### config.mk
export PLATFORM = sky130hd
export DESIGN_NAME = btc_ctrl
export DESIGN_NICKNAME = d
export VERILOG_FILES = /design/src/btc_pkg.sv /design/src/btc_cpl_slot.sv /design/src/btc_ctrl.sv
export VERILOG_INCLUDE_DIRS = /design/src
export SDC_FILE = /design/constraint.sdc
export NUM_CORES = 1
export LEC_CHECK = 0
export BUFFER_PORTS_ARGS = -buffer_cell sky130_fd_sc_hd__buf_4
export CAP_MARGIN = 10
export CELL_PAD_IN_SITES_DETAIL_PLACEMENT = 0
export CELL_PAD_IN_SITES_GLOBAL_PLACEMENT = 1
export CORE_UTILIZATION = 44
export DETAILED_ROUTE_END_ITERATION = 8
export GPL_TIMING_DRIVEN = 0
export PLACE_DENSITY = 0.76
export SYNTH_ARGS = -nofsm -noshare
export SYNTH_HDL_FRONTEND = slang
export SYNTH_SLANG_ARGS = --single-unit
### constraint.sdc
create_clock -name CLOCK -period 5.37 [get_ports CLOCK]
set_clock_uncertainty 0.15 [all_clocks]
set_input_delay 0.537 -clock CLOCK [delete_from_list [all_inputs] [get_ports CLOCK]]
set_output_delay 0.537 -clock CLOCK [all_outputs]
set_load 0.03 [all_outputs]
### src/btc_params.svh
`ifndef BTC_PARAMS_SVH
`define BTC_PARAMS_SVH
// register offsets
`define BTC_OFS_COMPLETION_TIMEOUT_CTRL   12'h050
`define BTC_OFS_CLKOUT_DEBUG  12'h054
`define BTC_OFS_DISCARD       12'h058
// reset values
`define BTC_RST_COMPLETION_TIMEOUT_CTRL   32'h8009_8968
`define BTC_RST_CLKOUT_DEBUG  32'h0000_1F00
`define BTC_RST_DISCARD       32'h0000_0100
// field positions
`define BTC_CPL_EN_BIT        31
`define BTC_CPL_PERIOD_MSB    30
`define BTC_CLK_GATE_LSB      8
`define BTC_CLK_GATE_MSB      12
`define BTC_UNLOCK_BIT        1
`define BTC_SCRAMBLE_DIS_BIT  0
`define BTC_SHORT_DISC_BIT    10
`define BTC_DISC_EN_BIT       8
// writable-bit masks, reserved bits read zero
`define BTC_MASK_COMPLETION_TIMEOUT_CTRL  32'hFFFF_FFFF
`define BTC_MASK_CLKOUT_DEBUG 32'h0000_1F03
`define BTC_MASK_DISCARD      32'h0000_0500
// bits that only loader writes or unlocked TLP writes may change
`define BTC_LOCK_COMPLETION_TIMEOUT_CTRL  32'hFFFF_FFFF
`define BTC_LOCK_CLKOUT_DEBUG 32'h0000_1F00
`define BTC_LOCK_DISCARD      32'h0000_0500
// timing
`define BTC_CLK_PERIOD_NS     10
`define BTC_STEP_NS           16
// discard timer load values
`define BTC_DISC_SHORT        16'h003F
`define BTC_DISC_1K           16'h03FF
`define BTC_DISC_32K          16'h7FFF
`endif

### src/btc_pkg.sv
`default_nettype none
package btc_pkg;
  // discard timer states, one-hot
  typedef enum logic [1:0] {
    DISC_IDLE = 2'b01,
    DISC_RUN  = 2'b10
  } btc_disc_state_t;
endpackage : btc_pkg
`default_nettype wire

### src/btc_cpl_slot.sv
`timescale 1ns/1ps
`default_nettype none
`include "btc_params.svh"
// one completion timer for one outstanding upstream non-posted request
module btc_cpl_slot (
  input  wire logic        clk,
  input  wire logic        nrst,
  input  wire logic        start,
  input  wire logic        stop,
  input  wire logic        retire,
  input  wire logic        tick,
  input  wire logic        enable,
  input  wire logic [30:0] period,
  output logic             busy,
  output logic             due
);
  logic        busy_q;
  logic        busy_d;
  logic [30:0] count_q;
  logic [30:0] count_d;

  // start wins over stop so a reused tag is never lost
  assign busy_d  = start | (busy_q & ~stop & ~retire);
  assign count_d = start ? 31'h0000_0000 : ((busy_q & tick & ~due) ? count_q + 31'h1 : count_q);
  // timer disabled means the request simply waits for its completion
  assign due     = busy_q & enable & (count_q >= period);
  assign busy    = busy_q;

  always_ff @(posedge clk or negedge nrst) begin
    if (!nrst) begin
      busy_q  <= 1'b0;
      count_q <= 31'h0000_0000;
    end else begin
      busy_q  <= busy_d;
      count_q <= count_d;
    end
  end

  a_slot_retire_idle: assert property (@(posedge clk) disable iff (!nrst)
    (retire && !start) |=> !busy_q)
    else $error("slot still busy after retire");
endmodule : btc_cpl_slot
`default_nettype wire

### src/btc_ctrl.sv
`timescale 1ns/1ps
`default_nettype none
`include "btc_params.svh"
// Function
// - with timeout enabled, expired non-posted request completes as Unsupported Request.
// - timeout period is bits 30:0, counted in 16 ns steps.
// - period resets to 0x0009_8968; all-ones gives about 34 s.
// - bits 12:8 gate five secondary clocks; 1 runs, reset all ones.
// - lockable bits take TLP writes only while unlock bit 1 is set.
// - loader writes from EEPROM or JTAG always change lockable bits.
// - debug bit 0 set turns scrambling off; reset value zero.
// - short discard bit 10 set loads discard timer with 0x003F, 64 secondary clock ticks.
// - short discard off loads 0x03FF or 0x7FFF.
// - discard timer runs only while enable bit 8 is set; resets set.
module btc_ctrl #(
  parameter int SLOTS = 4,
  parameter int TAG_W = 2
) (
  input  wire logic             CLOCK,
  input  wire logic             NRST,
  input  wire logic             TLP_WR,
  input  wire logic             TLP_RD,
  input  wire logic [11:0]      TLP_ADDR,
  input  wire logic [31:0]      TLP_WDATA,
  input  wire logic             LDR_WR,
  input  wire logic [11:0]      LDR_ADDR,
  input  wire logic [31:0]      LDR_WDATA,
  input  wire logic             REQ_FWD,
  input  wire logic [TAG_W-1:0] REQ_TAG,
  input  wire logic             CPL_RCV,
  input  wire logic [TAG_W-1:0] CPL_TAG,
  input  wire logic             SEC_CLK_TICK,
  input  wire logic             DISC_START,
  input  wire logic             DISC_CLEAR,
  input  wire logic             BRIDGE_DISC_SEL,
  output logic [31:0]           RDATA,
  output logic                  RD_VALID,
  output logic                  TIMEOUT_UR,
  output logic [TAG_W-1:0]      TIMEOUT_TAG,
  output logic [4:0]            SEC_CLK_GATES,
  output logic                  SCRAMBLE_DISABLE,
  output logic                  DISC_EXPIRED
);
  // refuse slot counts that the tag cannot address
  if (SLOTS < 1 || SLOTS > (1 << TAG_W)) begin : g_bad_slots
    $error("SLOTS must fit in TAG_W bits");
  end

  localparam int STEP_W = 6;
  localparam logic [STEP_W-1:0] STEP_ADD = STEP_W'(`BTC_CLK_PERIOD_NS);
  localparam logic [STEP_W-1:0] STEP_LEN = STEP_W'(`BTC_STEP_NS);

  // new value of one register after loader and TLP writes
  function automatic logic [31:0] reg_next(input logic [31:0] cur, input logic [11:0] ofs,
      input logic [31:0] mask, input logic [31:0] lock, input logic unlocked,
      input logic lw, input logic [11:0] la, input logic [31:0] ld,
      input logic tw, input logic [11:0] ta, input logic [31:0] td);
    logic [31:0] tmask;
    tmask = unlocked ? mask : (mask & ~lock);
    if (lw && la == ofs)
      reg_next = (cur & ~mask) | (ld & mask);
    else if (tw && ta == ofs)
      reg_next = (cur & ~tmask) | (td & tmask);
    else
      reg_next = cur;
  endfunction : reg_next

  logic [31:0] cpl_q, cpl_d, dbg_q, dbg_d, disc_q, disc_d;
  logic        unlocked;
  assign unlocked = dbg_q[`BTC_UNLOCK_BIT];
  // loader wins a same-cycle collision: it is the trusted configuration path
  assign cpl_d  = reg_next(cpl_q, `BTC_OFS_COMPLETION_TIMEOUT_CTRL, `BTC_MASK_COMPLETION_TIMEOUT_CTRL,
                           `BTC_LOCK_COMPLETION_TIMEOUT_CTRL, unlocked, LDR_WR, LDR_ADDR, LDR_WDATA,
                           TLP_WR, TLP_ADDR, TLP_WDATA);
  assign dbg_d  = reg_next(dbg_q, `BTC_OFS_CLKOUT_DEBUG, `BTC_MASK_CLKOUT_DEBUG,
                           `BTC_LOCK_CLKOUT_DEBUG, unlocked, LDR_WR, LDR_ADDR, LDR_WDATA,
                           TLP_WR, TLP_ADDR, TLP_WDATA);
  assign disc_d = reg_next(disc_q, `BTC_OFS_DISCARD, `BTC_MASK_DISCARD,
                           `BTC_LOCK_DISCARD, unlocked, LDR_WR, LDR_ADDR, LDR_WDATA,
                           TLP_WR, TLP_ADDR, TLP_WDATA);

  // read mux, unmapped offsets read zero
  logic [31:0] rd_mux;
  assign rd_mux = (TLP_ADDR == `BTC_OFS_COMPLETION_TIMEOUT_CTRL)  ? cpl_q :
                  (TLP_ADDR == `BTC_OFS_CLKOUT_DEBUG) ? dbg_q :
                  (TLP_ADDR == `BTC_OFS_DISCARD)      ? disc_q : 32'h0000_0000;

  always_ff @(posedge CLOCK or negedge NRST) begin
    if (!NRST) begin
      cpl_q    <= `BTC_RST_COMPLETION_TIMEOUT_CTRL;
      dbg_q    <= `BTC_RST_CLKOUT_DEBUG;
      disc_q   <= `BTC_RST_DISCARD;
      RDATA    <= 32'h0000_0000;
      RD_VALID <= 1'b0;
    end else begin
      cpl_q    <= cpl_d;
      dbg_q    <= dbg_d;
      disc_q   <= disc_d;
      RDATA    <= TLP_RD ? rd_mux : RDATA;
      RD_VALID <= TLP_RD;
    end
  end

  // clock gates and scramble control straight from register flops
  assign SEC_CLK_GATES    = dbg_q[`BTC_CLK_GATE_MSB:`BTC_CLK_GATE_LSB];
  assign SCRAMBLE_DISABLE = dbg_q[`BTC_SCRAMBLE_DIS_BIT];

  // 16 ns tick from a 10 ns clock by fractional accumulation; jitter is one clock
  logic [STEP_W-1:0] acc_q, acc_sum, acc_d;
  logic              tick_q, tick_d;
  assign acc_sum = acc_q + STEP_ADD;
  assign tick_d  = (acc_sum >= STEP_LEN);
  assign acc_d   = tick_d ? acc_sum - STEP_LEN : acc_sum;

  always_ff @(posedge CLOCK or negedge NRST) begin
    if (!NRST) begin
      acc_q  <= '0;
      tick_q <= 1'b0;
    end else begin
      acc_q  <= acc_d;
      tick_q <= tick_d;
    end
  end

  // per-request timers
  logic [SLOTS-1:0] slot_due, slot_busy, slot_retire;
  genvar g;
  generate
    for (g = 0; g < SLOTS; g++) begin : g_slot
      btc_cpl_slot u_slot (
        .clk    (CLOCK),
        .nrst   (NRST),
        .start  (REQ_FWD && REQ_TAG == TAG_W'(g)),
        .stop   (CPL_RCV && CPL_TAG == TAG_W'(g)),
        .retire (slot_retire[g]),
        .tick   (tick_q),
        .enable (cpl_q[`BTC_CPL_EN_BIT]),
        .period (cpl_q[`BTC_CPL_PERIOD_MSB:0]),
        .busy   (slot_busy[g]),
        .due    (slot_due[g])
      );
    end
  endgenerate

  // lowest due slot is reported first; others wait their turn
  logic [SLOTS-1:0] due_low;
  logic [TAG_W-1:0] due_tag;
  assign due_low     = slot_due & (~slot_due + SLOTS'(1));
  assign slot_retire = due_low;
  always_comb begin
    due_tag = '0;
    for (int i = 0; i < SLOTS; i++) begin
      if (due_low[i]) due_tag = TAG_W'(i);
    end
  end

  always_ff @(posedge CLOCK or negedge NRST) begin
    if (!NRST) begin
      TIMEOUT_UR  <= 1'b0;
      TIMEOUT_TAG <= '0;
    end else begin
      TIMEOUT_UR  <= |slot_due;
      TIMEOUT_TAG <= due_tag;
    end
  end

  // secondary discard timer, counted in secondary clock ticks
  logic [15:0]               disc_load, disc_cnt_q, disc_cnt_d;
  btc_pkg::btc_disc_state_t  dstate_q, dstate_d;
  logic                      disc_on, disc_fire;
  assign disc_on   = disc_q[`BTC_DISC_EN_BIT];
  assign disc_load = disc_q[`BTC_SHORT_DISC_BIT] ? `BTC_DISC_SHORT :
                     (BRIDGE_DISC_SEL ? `BTC_DISC_1K : `BTC_DISC_32K);
  assign disc_fire = (dstate_q == btc_pkg::DISC_RUN) && SEC_CLK_TICK
                     && disc_cnt_q == 16'h0000 && !DISC_CLEAR && disc_on;

  always_comb begin
    dstate_d   = dstate_q;
    disc_cnt_d = disc_cnt_q;
    case (dstate_q)
      btc_pkg::DISC_IDLE: begin
        if (DISC_START && disc_on) begin
          dstate_d   = btc_pkg::DISC_RUN;
          disc_cnt_d = disc_load;
        end
      end
      btc_pkg::DISC_RUN: begin
        if (!disc_on || DISC_CLEAR || disc_fire) begin
          dstate_d = btc_pkg::DISC_IDLE;
        end else if (SEC_CLK_TICK) begin
          disc_cnt_d = disc_cnt_q - 16'h0001;
        end
      end
      default: dstate_d = btc_pkg::DISC_IDLE;
    endcase
  end

  always_ff @(posedge CLOCK or negedge NRST) begin
    if (!NRST) begin
      dstate_q     <= btc_pkg::DISC_IDLE;
      disc_cnt_q   <= 16'h0000;
      DISC_EXPIRED <= 1'b0;
    end else begin
      dstate_q     <= dstate_d;
      disc_cnt_q   <= disc_cnt_d;
      DISC_EXPIRED <= disc_fire;
    end
  end

  a_lock_holds_cpl: assert property (@(posedge CLOCK) disable iff (!NRST)
    (TLP_WR && !LDR_WR && !unlocked && TLP_ADDR == `BTC_OFS_COMPLETION_TIMEOUT_CTRL) |=> $stable(cpl_q))
    else $error("locked timeout register changed by TLP");
  a_loader_writes: assert property (@(posedge CLOCK) disable iff (!NRST)
    (LDR_WR && LDR_ADDR == `BTC_OFS_COMPLETION_TIMEOUT_CTRL) |=> cpl_q == $past(LDR_WDATA))
    else $error("loader write to timeout register lost");
  a_gates_follow: assert property (@(posedge CLOCK) disable iff (!NRST)
    (LDR_WR && LDR_ADDR == `BTC_OFS_CLKOUT_DEBUG) |=> SEC_CLK_GATES == $past(LDR_WDATA[12:8]))
    else $error("clock gates do not follow register");
  a_scramble_bit: assert property (@(posedge CLOCK) disable iff (!NRST)
    (TLP_WR && !LDR_WR && TLP_ADDR == `BTC_OFS_CLKOUT_DEBUG) |=> SCRAMBLE_DISABLE == $past(TLP_WDATA[0]))
    else $error("scramble disable does not follow write");
  a_zero_period: assert property (@(posedge CLOCK) disable iff (!NRST)
    (REQ_FWD && !CPL_RCV && cpl_q[31] && cpl_q[30:0] == 31'h0
     && !LDR_WR && !TLP_WR) |=> ##1 TIMEOUT_UR)
    else $error("zero period did not time out at once");
  a_timeout_off: assert property (@(posedge CLOCK) disable iff (!NRST)
    !$past(cpl_q[`BTC_CPL_EN_BIT]) |-> !TIMEOUT_UR)
    else $error("timeout reported while disabled");
  a_short_load: assert property (@(posedge CLOCK) disable iff (!NRST)
    (dstate_q == btc_pkg::DISC_IDLE && DISC_START && disc_on && disc_q[10])
    |=> disc_cnt_q == 16'h003F)
    else $error("short discard did not load 63");
  a_long_load: assert property (@(posedge CLOCK) disable iff (!NRST)
    (dstate_q == btc_pkg::DISC_IDLE && DISC_START && disc_on && !disc_q[10])
    |=> disc_cnt_q == ($past(BRIDGE_DISC_SEL) ? 16'h03FF : 16'h7FFF))
    else $error("long discard load wrong");
  a_disc_disabled: assert property (@(posedge CLOCK) disable iff (!NRST)
    !disc_on |=> dstate_q == btc_pkg::DISC_IDLE && !DISC_EXPIRED)
    else $error("discard timer ran while disabled");
endmodule : btc_ctrl
`default_nettype wire

==> Word-level counts from Yosys, hierarchy flattened <==
Index checks and enable logic that the tools add are counted.
{ "classes": {"n_mux": 33, "bitwise": 56, "reduce_logical": 37, "order_cmp": 5, "addsub": 8, "eq_ne": 18} }
{ "op_table": {"columns": ["op", "count"], "rows": [
  ["32-bit 2-to-1 mux", 10],
  ["31-bit 2-to-1 mux", 8],
  ["32-bit AND", 4],
  ["31-bit by 1-bit adder with 31-bit output (second input constant)", 4],
  ["31-bit greater-or-equal comparator", 4],
  ["32-bit bitwise OR", 3],
  ["12-bit by 7-bit equality test with 1-bit output (second input constant)", 6],
  ["16-bit 2-to-1 mux", 3],
  ["32-bit by 11-bit AND with 32-bit output", 1],
  ["32-bit by 13-bit AND with 32-bit output", 1],
  ["11-bit NOT with 32-bit output", 1],
  ["13-bit NOT with 32-bit output", 1],
  ["32-bit NOT", 1],
  ["32-bit by 11-bit bitwise OR with 32-bit output", 1],
  ["32-bit by 13-bit bitwise OR with 32-bit output", 1],
  ["16-bit one-hot mux with 2 select lines", 1],
  ["15-bit 2-to-1 mux", 2],
  ["1-bit AND", 24],
  ["1-bit logical AND", 19],
  ["16-bit logical NOT", 1],
  ["2-bit nonzero test", 8],
  ["16-bit by 1-bit subtractor with 16-bit output (second input constant)", 1],
  ["13-bit 2-to-1 mux", 1],
  ["1-bit NOT", 12],
  ["other kinds (22)", 39]
]} }
{ "word_totals": {"register_bits": 286, "word_cells": 177} }

==> Logic depth before layout (Yosys ltp) <==
Gate-level depths: netlist of the first run.
{ "depth": {"word_depth": 8, "mapped_depth": 12, "ltp_nobuf": 9} }

==> Cells and area by module <==
A second synthesis of the first run with hierarchy kept.
{ "unflattened": {"cells_unflattened": 1723, "hier_area_um2": 15502.4} }
{ "modules_own_cells": {"columns": ["mod", "instances", "cells_per_inst", "seq_area_each_um2", "area_each_um2"], "rows": [
  ["btc_cpl_slot", 4, 306, 800.8, 2583.7],
  ["btc_ctrl", 1, 499, 2572.5, 5167.5]
]} }

==> Least setup slack after synthesis of the first run <==
OpenSTA, ideal clock, no wires.
{ "synth_timing": {"path_kind": "register to register", "start": "register (tool-made name)", "end": "register g_slot[2].u_slot.count_q[1]", "setup_ns": 0.132, "stages_incl_launch_ff": 13, "required_time_ns": 5.088, "slack_ns": 2.171, "synth_period_minus_slack_ns": 3.199, "t_arrival_ns": 2.917, "cell_sequence": "dfstp_2 inv_1 ha_1 nand4_1 or4_1 o32a_1 a31oi_1 or3_1 buf_2 buf_2 buf_4 mux2i_1 nor2_1"} }
{ "synth_lines": {"columns": ["element", "line_no", "source"], "rows": [
  ["to (signal assigned)", "btc_cpl_slot.sv:35", "count_q <= count_d;"],
  ["to (decl)", "btc_cpl_slot.sv:19", "logic [30:0] count_q;"]
]} }

==> results.md, run 1 <==
- Number of fill cells in the layout: 3,107
- CP required: 5.66 ns
- Fin util: 53.5%
- Vias: 14.0k
- Placement-stage worst setup slack: 1.39 ns
- Total count of max-transition violations in the final report: 0
- Detailed-route wire length: 50.5 mm
- Total count of hold-check failures in the final report: 0
- Worst-path fanout max: 10
- Inst Count DP: 2,261
- Minimum setup slack in the final design: 1.32 ns
- Crit path launch type: register
- Asr flop ratio synth: 100%
- Ys flop type: sky130_fd_sc_hd__dfrtp_1
- Clock input transition at the sequential cells of the worst setup and hold paths: 0.07 ns
- Maximum vdd drop: 257 uV
- CTS tree: yes
- Most area-consuming cells after synthesis: sky130_fd_sc_hd__dfrtp_1 (36%), sky130_fd_sc_hd__ha_1 (11%), sky130_fd_sc_hd__a21oi_1 (5.3%)
- Global route overflow: 0
- Final worst-path cycle share: 75.4%
- Netlist Area Pre-Place: 0.0148 sq mm
- Horizontal die dimension: 185 um
- Data arrival time of the critical path: 4.34 ns
- Via count of the first global-routing pass: 13.5k
- Most area-hungry cell type in the Yosys netlist: sky130_fd_sc_hd__dfrtp_1
- # H-tree levels: 1
- Count of flip-flops with a built-in enable after synthesis: 0
- Routed vias/inst: 6.03
- Portion of the post-synthesis area used by sequential elements: 39.1%
- Logic pwr share: 11.9%
- Number of clock sinks: 230
- GRT Resource Usage Total: 30.1%
- CTS Buffer Depth: 3
- Number of cells in the finished layout apart from fillers: 2,321
- Top Metal Used: met4
- Time the worst path needs with I/O delays and setup: 4.05 ns
- Net Switching: 0.00121 W
- Half-perimeter wire length of the detailed placement result: 37.1 mm
- Critical-path cell with the highest stage delay: sky130_fd_sc_hd__a221oi_1
- Portion of total power attributed to sequential cells: 42.1%
- Worst setup path class: register to register
- Clock insertion delay at the later pin of the skew report: 0.57 ns
- Setup fix buffers added after clock tree synthesis: 0
- Most common cell type on the critical path: sky130_fd_sc_hd__clkbuf_8
- Number of DRC violations after detailed-routing iteration 0: 1,079
- Area growth from synthesis to layout: 18.8%
- Initial antenna violation count: 1
- IO Port Bufs: 145
- Chip height: 185 um
- Proportion of layout cells with a drive suffix above 1: 13.3%
- Cell with the most instances after synthesis: sky130_fd_sc_hd__dfrtp_1
- First-pass GRT wire length: 79.0 mm
- Floorplan Core Area: 0.0328 sq mm
- Gpl congestion: 0.885
- Commonest cells in the synthesized netlist: sky130_fd_sc_hd__dfrtp_1 (214), sky130_fd_sc_hd__nand2_1 (193), sky130_fd_sc_hd__a21oi_1 (157)
- Effective utilization at floorplan: 45.1%
- Peak clock frequency supported by timing: 247 MHz
- Setup repair after global routing missed its margin: no
- Net switching fraction of the power: 26.7%
- I/O pin cnt: 146
- Buf/Inv on CP: 4
- Hold WS: 0.0161 ns
- Overall die area: 0.0343 sq mm
- Post-layout nets: 2,090
- Final setup violation count: 0
- Cell family with the largest share of critical-path delay: compound AO/OA/AOI/OAI gates
- Internal: 0.00333 W
- Row count: 66
- Synthesized instance count: 1,671
- Wire length on met2: 24.3 mm
- Largest net degree at the start of global routing: 106
- Status: finished, final reports clean
- Kind of capture point of the worst setup path: register
- P per Cell Area: 259 mW/mm^2
- Series of cell instances along the critical path: inv_1, ha_1, a21oi_1, o21ai_0, a221oi_1, a211oi_1, or3_1, clkbuf_8, clkbuf_8, clkbuf_1, o41ai_1
- Worst hold-check path type: input port to register
- Total negative slack for setup checks: 0 ns
- Clock buffer count from CTS: 29
- Buffer type at the clock tree root: sky130_fd_sc_hd__clkbuf_16
- Metal3 WL: 2.32 mm
- Mean instance size in the synthesized netlist: 8.84 sq um
- Number of max-cap violations: 0
- Lkg Pwr: 7.79 nW
- Length of routed wiring on met1: 22.5 mm
- Post-Syn Nets: 1,906
- Delay contributed by the slowest stage of the critical path: 0.69 ns
- Slew margin rel.: 22.5%
- Clock network fraction of design power: 46.1%
- Synth Warn #: 0
- Fraction of post-synthesis cell area in the top cell type by area: 36.2%
- DR DRC count: 0
- Wire per inst: 21.8 um
- Cell variety after synth: 69
- 1st-pass router iterations: 5
- Number of flip-flops and latches in the synthesized netlist: 230
- Actual slew at the worst max-slew pin: 1.16 ns
- Number of nets with antenna violations after routing: 0
[path summary, 6_finish.rpt]
kind	from	slack, ns	cells after the start	end
setup / recovery	register	1.32	11	g_slot[1].u_slot.count_q[24]
hold / removal	TLP_WDATA[7]	0.02	3	register
setup reg to reg	register	1.32	11	g_slot[1].u_slot.count_q[24]
hold reg to reg	acc_q[1]	0.33	1	acc_q[1]
max in group asynchronous	NRST	3.80	3	g_slot[2].u_slot.count_q[18]
min in group asynchronous	NRST	0.34	2	disc_cnt_q[15]
[per-layer routing]
layer / track usage [%] / vias up
li1: - / 6642
met1: 41.0 / 6934
met2: 49.8 / 346
met3: 3.99 / 81
met4: 8.86 / 0
met5: 0 / -
[through the flow]
step                      total power, W  cell area, sq um
after floorplan                  0.00222             14800
after global placement           0.00245             16400
after detailed placement         0.00247             16500
after CTS                        0.00457             17500
after global routing             0.00473             17600
final                            0.00454             17600
[layout by cell type, fill, tap and decap left out, types with 32 or more instances in the layout]
cell type / count
sky130_fd_sc_hd__ha_1: 132
sky130_fd_sc_hd__a21oi_1: 157
sky130_fd_sc_hd__nand3_1: 97
sky130_fd_sc_hd__buf_4: 150
sky130_fd_sc_hd__a22oi_1: 32
sky130_fd_sc_hd__nor2_1: 78
sky130_fd_sc_hd__dfrtp_1: 214
sky130_fd_sc_hd__o31ai_1: 49
sky130_fd_sc_hd__o21ai_0: 104
sky130_fd_sc_hd__or4_1: 54
sky130_fd_sc_hd__nand2_1: 193
sky130_fd_sc_hd__inv_1: 93
sky130_fd_sc_hd__nand4_1: 57
sky130_fd_sc_hd__clkbuf_1: 73
[worst register-to-register path, cell delays in order, from the launching register on]
cell	delay [ns]
sky130_fd_sc_hd__dfstp_2	0.57
sky130_fd_sc_hd__inv_1	0.25
sky130_fd_sc_hd__ha_1	0.39
sky130_fd_sc_hd__a21oi_1	0.12
sky130_fd_sc_hd__o21ai_0	0.09
sky130_fd_sc_hd__a221oi_1	0.69
sky130_fd_sc_hd__a211oi_1	0.19
sky130_fd_sc_hd__or3_1	0.36
sky130_fd_sc_hd__clkbuf_8	0.18
sky130_fd_sc_hd__clkbuf_8	0.17
sky130_fd_sc_hd__clkbuf_1	0.28
sky130_fd_sc_hd__o41ai_1	0.49
[final cells by class]
cell class | count | area, sq um | area share (%)
clock inverters | 9 | 154 | 0.877
plain buffers | 84 | 423 | 2.41
flip-flops and latches | 230 | 5780 | 32.9
repair buffers | 153 | 1200 | 6.86
diodes | 1 | 2.50 | 0.0143
clock buffers | 45 | 866 | 4.93
well taps | 442 | 553 | 3.15
inverters | 93 | 349 | 1.99
multi-input cells | 1264 | 8230 | 46.9
[timing repair]
| action | CTS | global route |
|---|---|---|
| resized for setup | 0 | 0 |
| hold buffers | 4 | 0 |
| endpoints found under the hold margin | 63 | 0 |
| endpoints found under the setup margin | 0 | 0 |
[cells by family after synthesis]
| family | after synthesis | share of synthesized area (%) |
|---|---|---|
| simple gates | 635 | 22.7 |
| compound gates | 457 | 19.3 |
| flops | 230 | 39.1 |
| buf+inv | 177 | 5.23 |
| fa+ha+maj | 132 | 11.2 |
| xor+xnor | 21 | 1.24 |
| mux | 19 | 1.29 |
[power by group through the flow]
stage	Combinational, W	Clock, W	Sequential, W
3_3_place_gp	0.000515	0	0.00193
2_1_floorplan	0.000314	0	0.00191
3_5_place_dp	0.000532	0	0.00194
6_report	0.000539	0.00209	0.00191
5_1_grt	0.000615	0.00220	0.00192
4_1_cts	0.000539	0.00213	0.00190
No activity file was read; power rests on OpenSTA's default activity.
==> run 2: changes to the inputs <==
Settings changed: ABC_AREA set to 1, CORE_UTILIZATION 44 to 40, PLACE_DENSITY 0.76 to 0.75.
Clock period 5.37 ns to 3.55 ns, I/O delays scaled along.
==> run 2 against run 1 <==
  * Critical endpoint is now g_slot[0].u_slot.count_q[3]
  * Highest routed layer unchanged
  * Sequential power up 74%
  * Critical path type unchanged
  * Core utilization down 5.2 points
  * Non-clock buffer count up 21
  * First-iteration DRC count up 12%
  * Largest power group is now sequential cells
  * Cell count up 36%
==> results.md, run 2 <==
- Wire per inst: 19.2 um (-12%)
- Cell variety after synth: 50 (-28%)
- Routed vias/inst: 5.25 (-13%)
- Synthesized instance count: 2,379 (+42%)
- Overall die area: 0.0435 sq mm (+27%)
- Worst reg2reg setup slack: 0.40 ns (-0.92 ns)
- Net switching fraction of the power: 33.8% (+7.1 points)
- CP required: 3.83 ns (-1.83 ns)
- Initial antenna violation count: 0 (-1)
- Most common cell after layout, fill and taps aside: sky130_fd_sc_hd__nand2_1
- CTS Buffer Depth: 3 (unchanged)
- Clock buffer count from CTS: 30 (+3.4%)
- Proportion of layout cells with a drive suffix above 1: 11.6% (-1.7 points)
- Global route overflow: 0 (unchanged)
- Time the worst path needs with I/O delays and setup: 3.15 ns (-0.897 ns)
- I/O pin cnt: 146 (unchanged)
- Total negative slack for setup checks: 0 ns (unchanged)
- Area of all placed cells without fillers: 0.0203 sq mm (+16%)
- # H-tree levels: 1 (unchanged)
- Gpl congestion: 0.957 (+8.2%)
- Netlist Area Pre-Place: 0.0171 sq mm (+16%)
- Horizontal die dimension: 209 um (+13%)
- Number of flip-flops and latches in the synthesized netlist: 230 (unchanged)
- Total count of max-transition violations in the final report: 0 (unchanged)
- CTS tree: yes
- Combined area of the multi-input logic cells: 0.00994 sq mm (+21%)
- Most used cells in the layout excluding fill and tap cells: sky130_fd_sc_hd__nand2_1 (694), sky130_fd_sc_hd__inv_1 (243), sky130_fd_sc_hd__nor2_1 (243)
- Number of fill cells in the layout: 4,294 (+38%)
- Row count: 75 (+14%)
- First-pass GRT wire length: 93.9 mm (+19%)
- Asr flop ratio synth: 100% (unchanged)
- IO Port Bufs: 145 (unchanged)
- Actual slew at the worst max-slew pin: 0.835 ns (-0.322 ns)
- Number of cells in the finished layout apart from fillers: 3,156 (+36%)
- Internal: 0.00582 W (+75%)
- Floorplan Core Area: 0.0420 sq mm (+28%)
- Synth Warn #: 0 (unchanged)
- Commonest cells in the synthesized netlist: sky130_fd_sc_hd__nand2_1 (694), sky130_fd_sc_hd__inv_1 (243), sky130_fd_sc_hd__nor2_1 (243)
- Half-perimeter wire length of the detailed placement result: 45.9 mm (+24%)
- P per Cell Area: 432 mW/mm^2 (+67%)
- Ys flop type: sky130_fd_sc_hd__dfrtp_1
- Total count of hold-check failures in the final report: 0 (unchanged)
- Setup fix buffers added after clock tree synthesis: 0 (unchanged)
- Number of nets with antenna violations after routing: 0 (unchanged)
- Number of max-cap violations: 0 (unchanged)
- Mean instance size in the synthesized netlist: 7.18 sq um (-19%)
- Via count of the first global-routing pass: 16.2k (+20%)
- GRT Resource Usage Total: 28.0% (-2.2 points)
- Data arrival time of the critical path: 3.44 ns (-0.90 ns)
- Critical-path cell with the highest stage delay: sky130_fd_sc_hd__dfstp_2
- Worst hold-check path type: input port to register
- Most common cell type on the critical path: sky130_fd_sc_hd__nand2_1
- Number of inserted diodes: 0 (-1)
- Portion of the post-synthesis area used by sequential elements: 33.8% (-5.3 points)
- Number of clock sinks: 230 (unchanged)
- Net Switching: 0.00297 W (+150%)
- Inst Count DP: 3,065 (+36%)
- Area after detailed placement: 0.0189 sq mm (+15%)
- Clock insertion delay at the later pin of the skew report: 0.58 ns (about the same)
- Largest net degree at the start of global routing: 96 (-9.4%)
- Kind of capture point of the worst setup path: register
- Clock network fraction of design power: 37.4% (-8.7 points)
- Peak clock frequency supported by timing: 317 MHz (+28%)
- Vias: 16.6k (+18%)
- Most area-hungry cell type in the Yosys netlist: sky130_fd_sc_hd__dfrtp_1
- Fraction of post-synthesis cell area in the top cell type by area: 31.4% (-4.9 points)
- Status: finished, final reports clean
- Series of cell instances along the critical path: inv_1, ha_1, nand2_1, inv_1, a21oi_1, nand2_1, nand2_1, nand2_1, nand2_1, nand2_1, nand2_2, nand2_2, nand2_2, clkbuf_1, o21ai_0
- Count of flip-flops with a built-in enable after synthesis: 0 (unchanged)
- Fin util: 48.3% (-5.2 points)
- Clock input transition at the sequential cells of the worst setup and hold paths: 0.06 ns (about the same)
- Portion of total power attributed to sequential cells: 37.9% (-4.2 points)
- Chip height: 209 um (+13%)
- Post-Syn Nets: 2,614 (+37%)
- Slew margin rel.: 43.8% (+21 points)
- Worst setup path class: register to register
- Effective utilization at floorplan: 40.6% (-4.5 points)
- Worst-path fanout max: 10 (unchanged)
- Logic pwr share: 24.7% (+13 points)
- Cell with the most instances after synthesis: sky130_fd_sc_hd__nand2_1
- Post-layout nets: 2,828 (+35%)
- Setup repair after global routing missed its margin: no
- Delay contributed by the slowest stage of the critical path: 0.52 ns (-0.17 ns)
- Area growth from synthesis to layout: 19.0%
- 1st-pass router iterations: 5 (unchanged)
- Final worst-path cycle share: 88.8% (+13 points)
- Maximum vdd drop: 335 uV (+30%)
- Detailed-route wire length: 60.5 mm (+20%)
- DR DRC count: 0 (unchanged)
- Register area: 0.00578 sq mm (unchanged)
- Final setup violation count: 0 (unchanged)
- Number of DRC violations after detailed-routing iteration 0: 1,206 (+12%)
- Lkg Pwr: 10.2 nW (+31%)
- Buffer type at the clock tree root: sky130_fd_sc_hd__clkbuf_16
- Final total power: 0.00879 W (+94%)
- Most area-consuming cells after synthesis: sky130_fd_sc_hd__dfrtp_1 (31%), sky130_fd_sc_hd__nand2_1 (15%), sky130_fd_sc_hd__ha_1 (9.7%)
- Crit path launch type: register
-- run 2: cell types whose count changed in the layout (fill, tap and decap cells not counted), moves of 54 or more --
cell / delta
sky130_fd_sc_hd__xor2_1: +60
sky130_fd_sc_hd__inv_1: +150
sky130_fd_sc_hd__a21oi_1: -87
sky130_fd_sc_hd__or4_1: -54
sky130_fd_sc_hd__nand3_1: +91
sky130_fd_sc_hd__nand2_1: +501
sky130_fd_sc_hd__nor2_1: +165
-- run 2: final timing paths --
path	from	endpoint	cells after the start
setup / recovery	register	g_slot[0].u_slot.count_q[3]	15
hold / removal	TLP_WDATA[14]	register	5
setup reg to reg	register	g_slot[0].u_slot.count_q[3]	15
hold reg to reg	disc_cnt_q[10]	DISC_EXPIRED	1
max in group asynchronous	NRST	async pin	3
min in group asynchronous	NRST	RD_VALID	2
-- run 2: repair_timing --
action | CTS | global route
hold endpoints to repair | 96 | 0
gates resized for setup | 0 | 0
hold buffers | 35 | 0
-- run 2: cell families (layout without fill, tap and decap cells) --
kind of cell / Yosys count / in the layout / share of synthesized area, %
and+or+nand+nor: 1348 / 1348 / 35.1
buffers and inverters: 327 / 565 / 7.97
AOI/OAI and AO/OA: 234 / 234 / 7.92
DFF: 230 / 230 / 33.8
adders and majority gates: 132 / 132 / 9.67
xor gates and xnor gates: 107 / 107 / 5.49
muxes: 1 / 1 / 0.0586
-- run 2: layer usage --
layer	track usage [%]	routed length (um)	vias up
met1	38.0	27600	7814
li1	-	-	8260
met4	9.15	2090	0
met2	45.8	27600	392
met3	3.82	3140	108
met5	0	0	-
-- run 2: metrics by stage --
step / hold WS, ns / setup WS, ns
2_1_floorplan: -0.0906 / 1.33
3_3_place_gp: 0.311 / -0.0362
3_5_place_dp: 0.137 / 0.427
4_1_cts: 0.00000466 / 0.404
5_1_grt: 0.0354 / 0.117
6_report: 0.0222 / 0.399
-- run 2: cell type report --
type                    instances  area share (%)
multi-input cells            1822            48.9
repair buffers                182            7.39
clock buffers                  45            4.47
flip-flops and latches        230            28.4
plain buffers                  76            2.04
clock inverters                11           0.825
well taps                     539            3.32
inverters                     251            4.65
-- run 2: power by group through the flow --
| stage | clock, W | combinational (W) | sequential (W) |
|---|---|---|---|
| 2_1_floorplan | 0 | 0.00153 | 0.00322 |
| 3_3_place_gp | 0 | 0.00206 | 0.00337 |
| 3_5_place_dp | 0 | 0.00213 | 0.00337 |
| 4_1_cts | 0.00337 | 0.00218 | 0.00333 |
| 5_1_grt | 0.00346 | 0.00253 | 0.00337 |
| 6_report | 0.00329 | 0.00217 | 0.00333 |
-- run 2: worst max-delay path, delay by kind of cell (launching register included) --
family,cells,cell delay [ns]
flip-flops,1,0.52
adder cells (fa/ha/maj),1,0.44
AO/OA/AOI/OAI,2,0.30
buffers and inverters,3,0.77
AND/OR/NAND/NOR,9,0.83
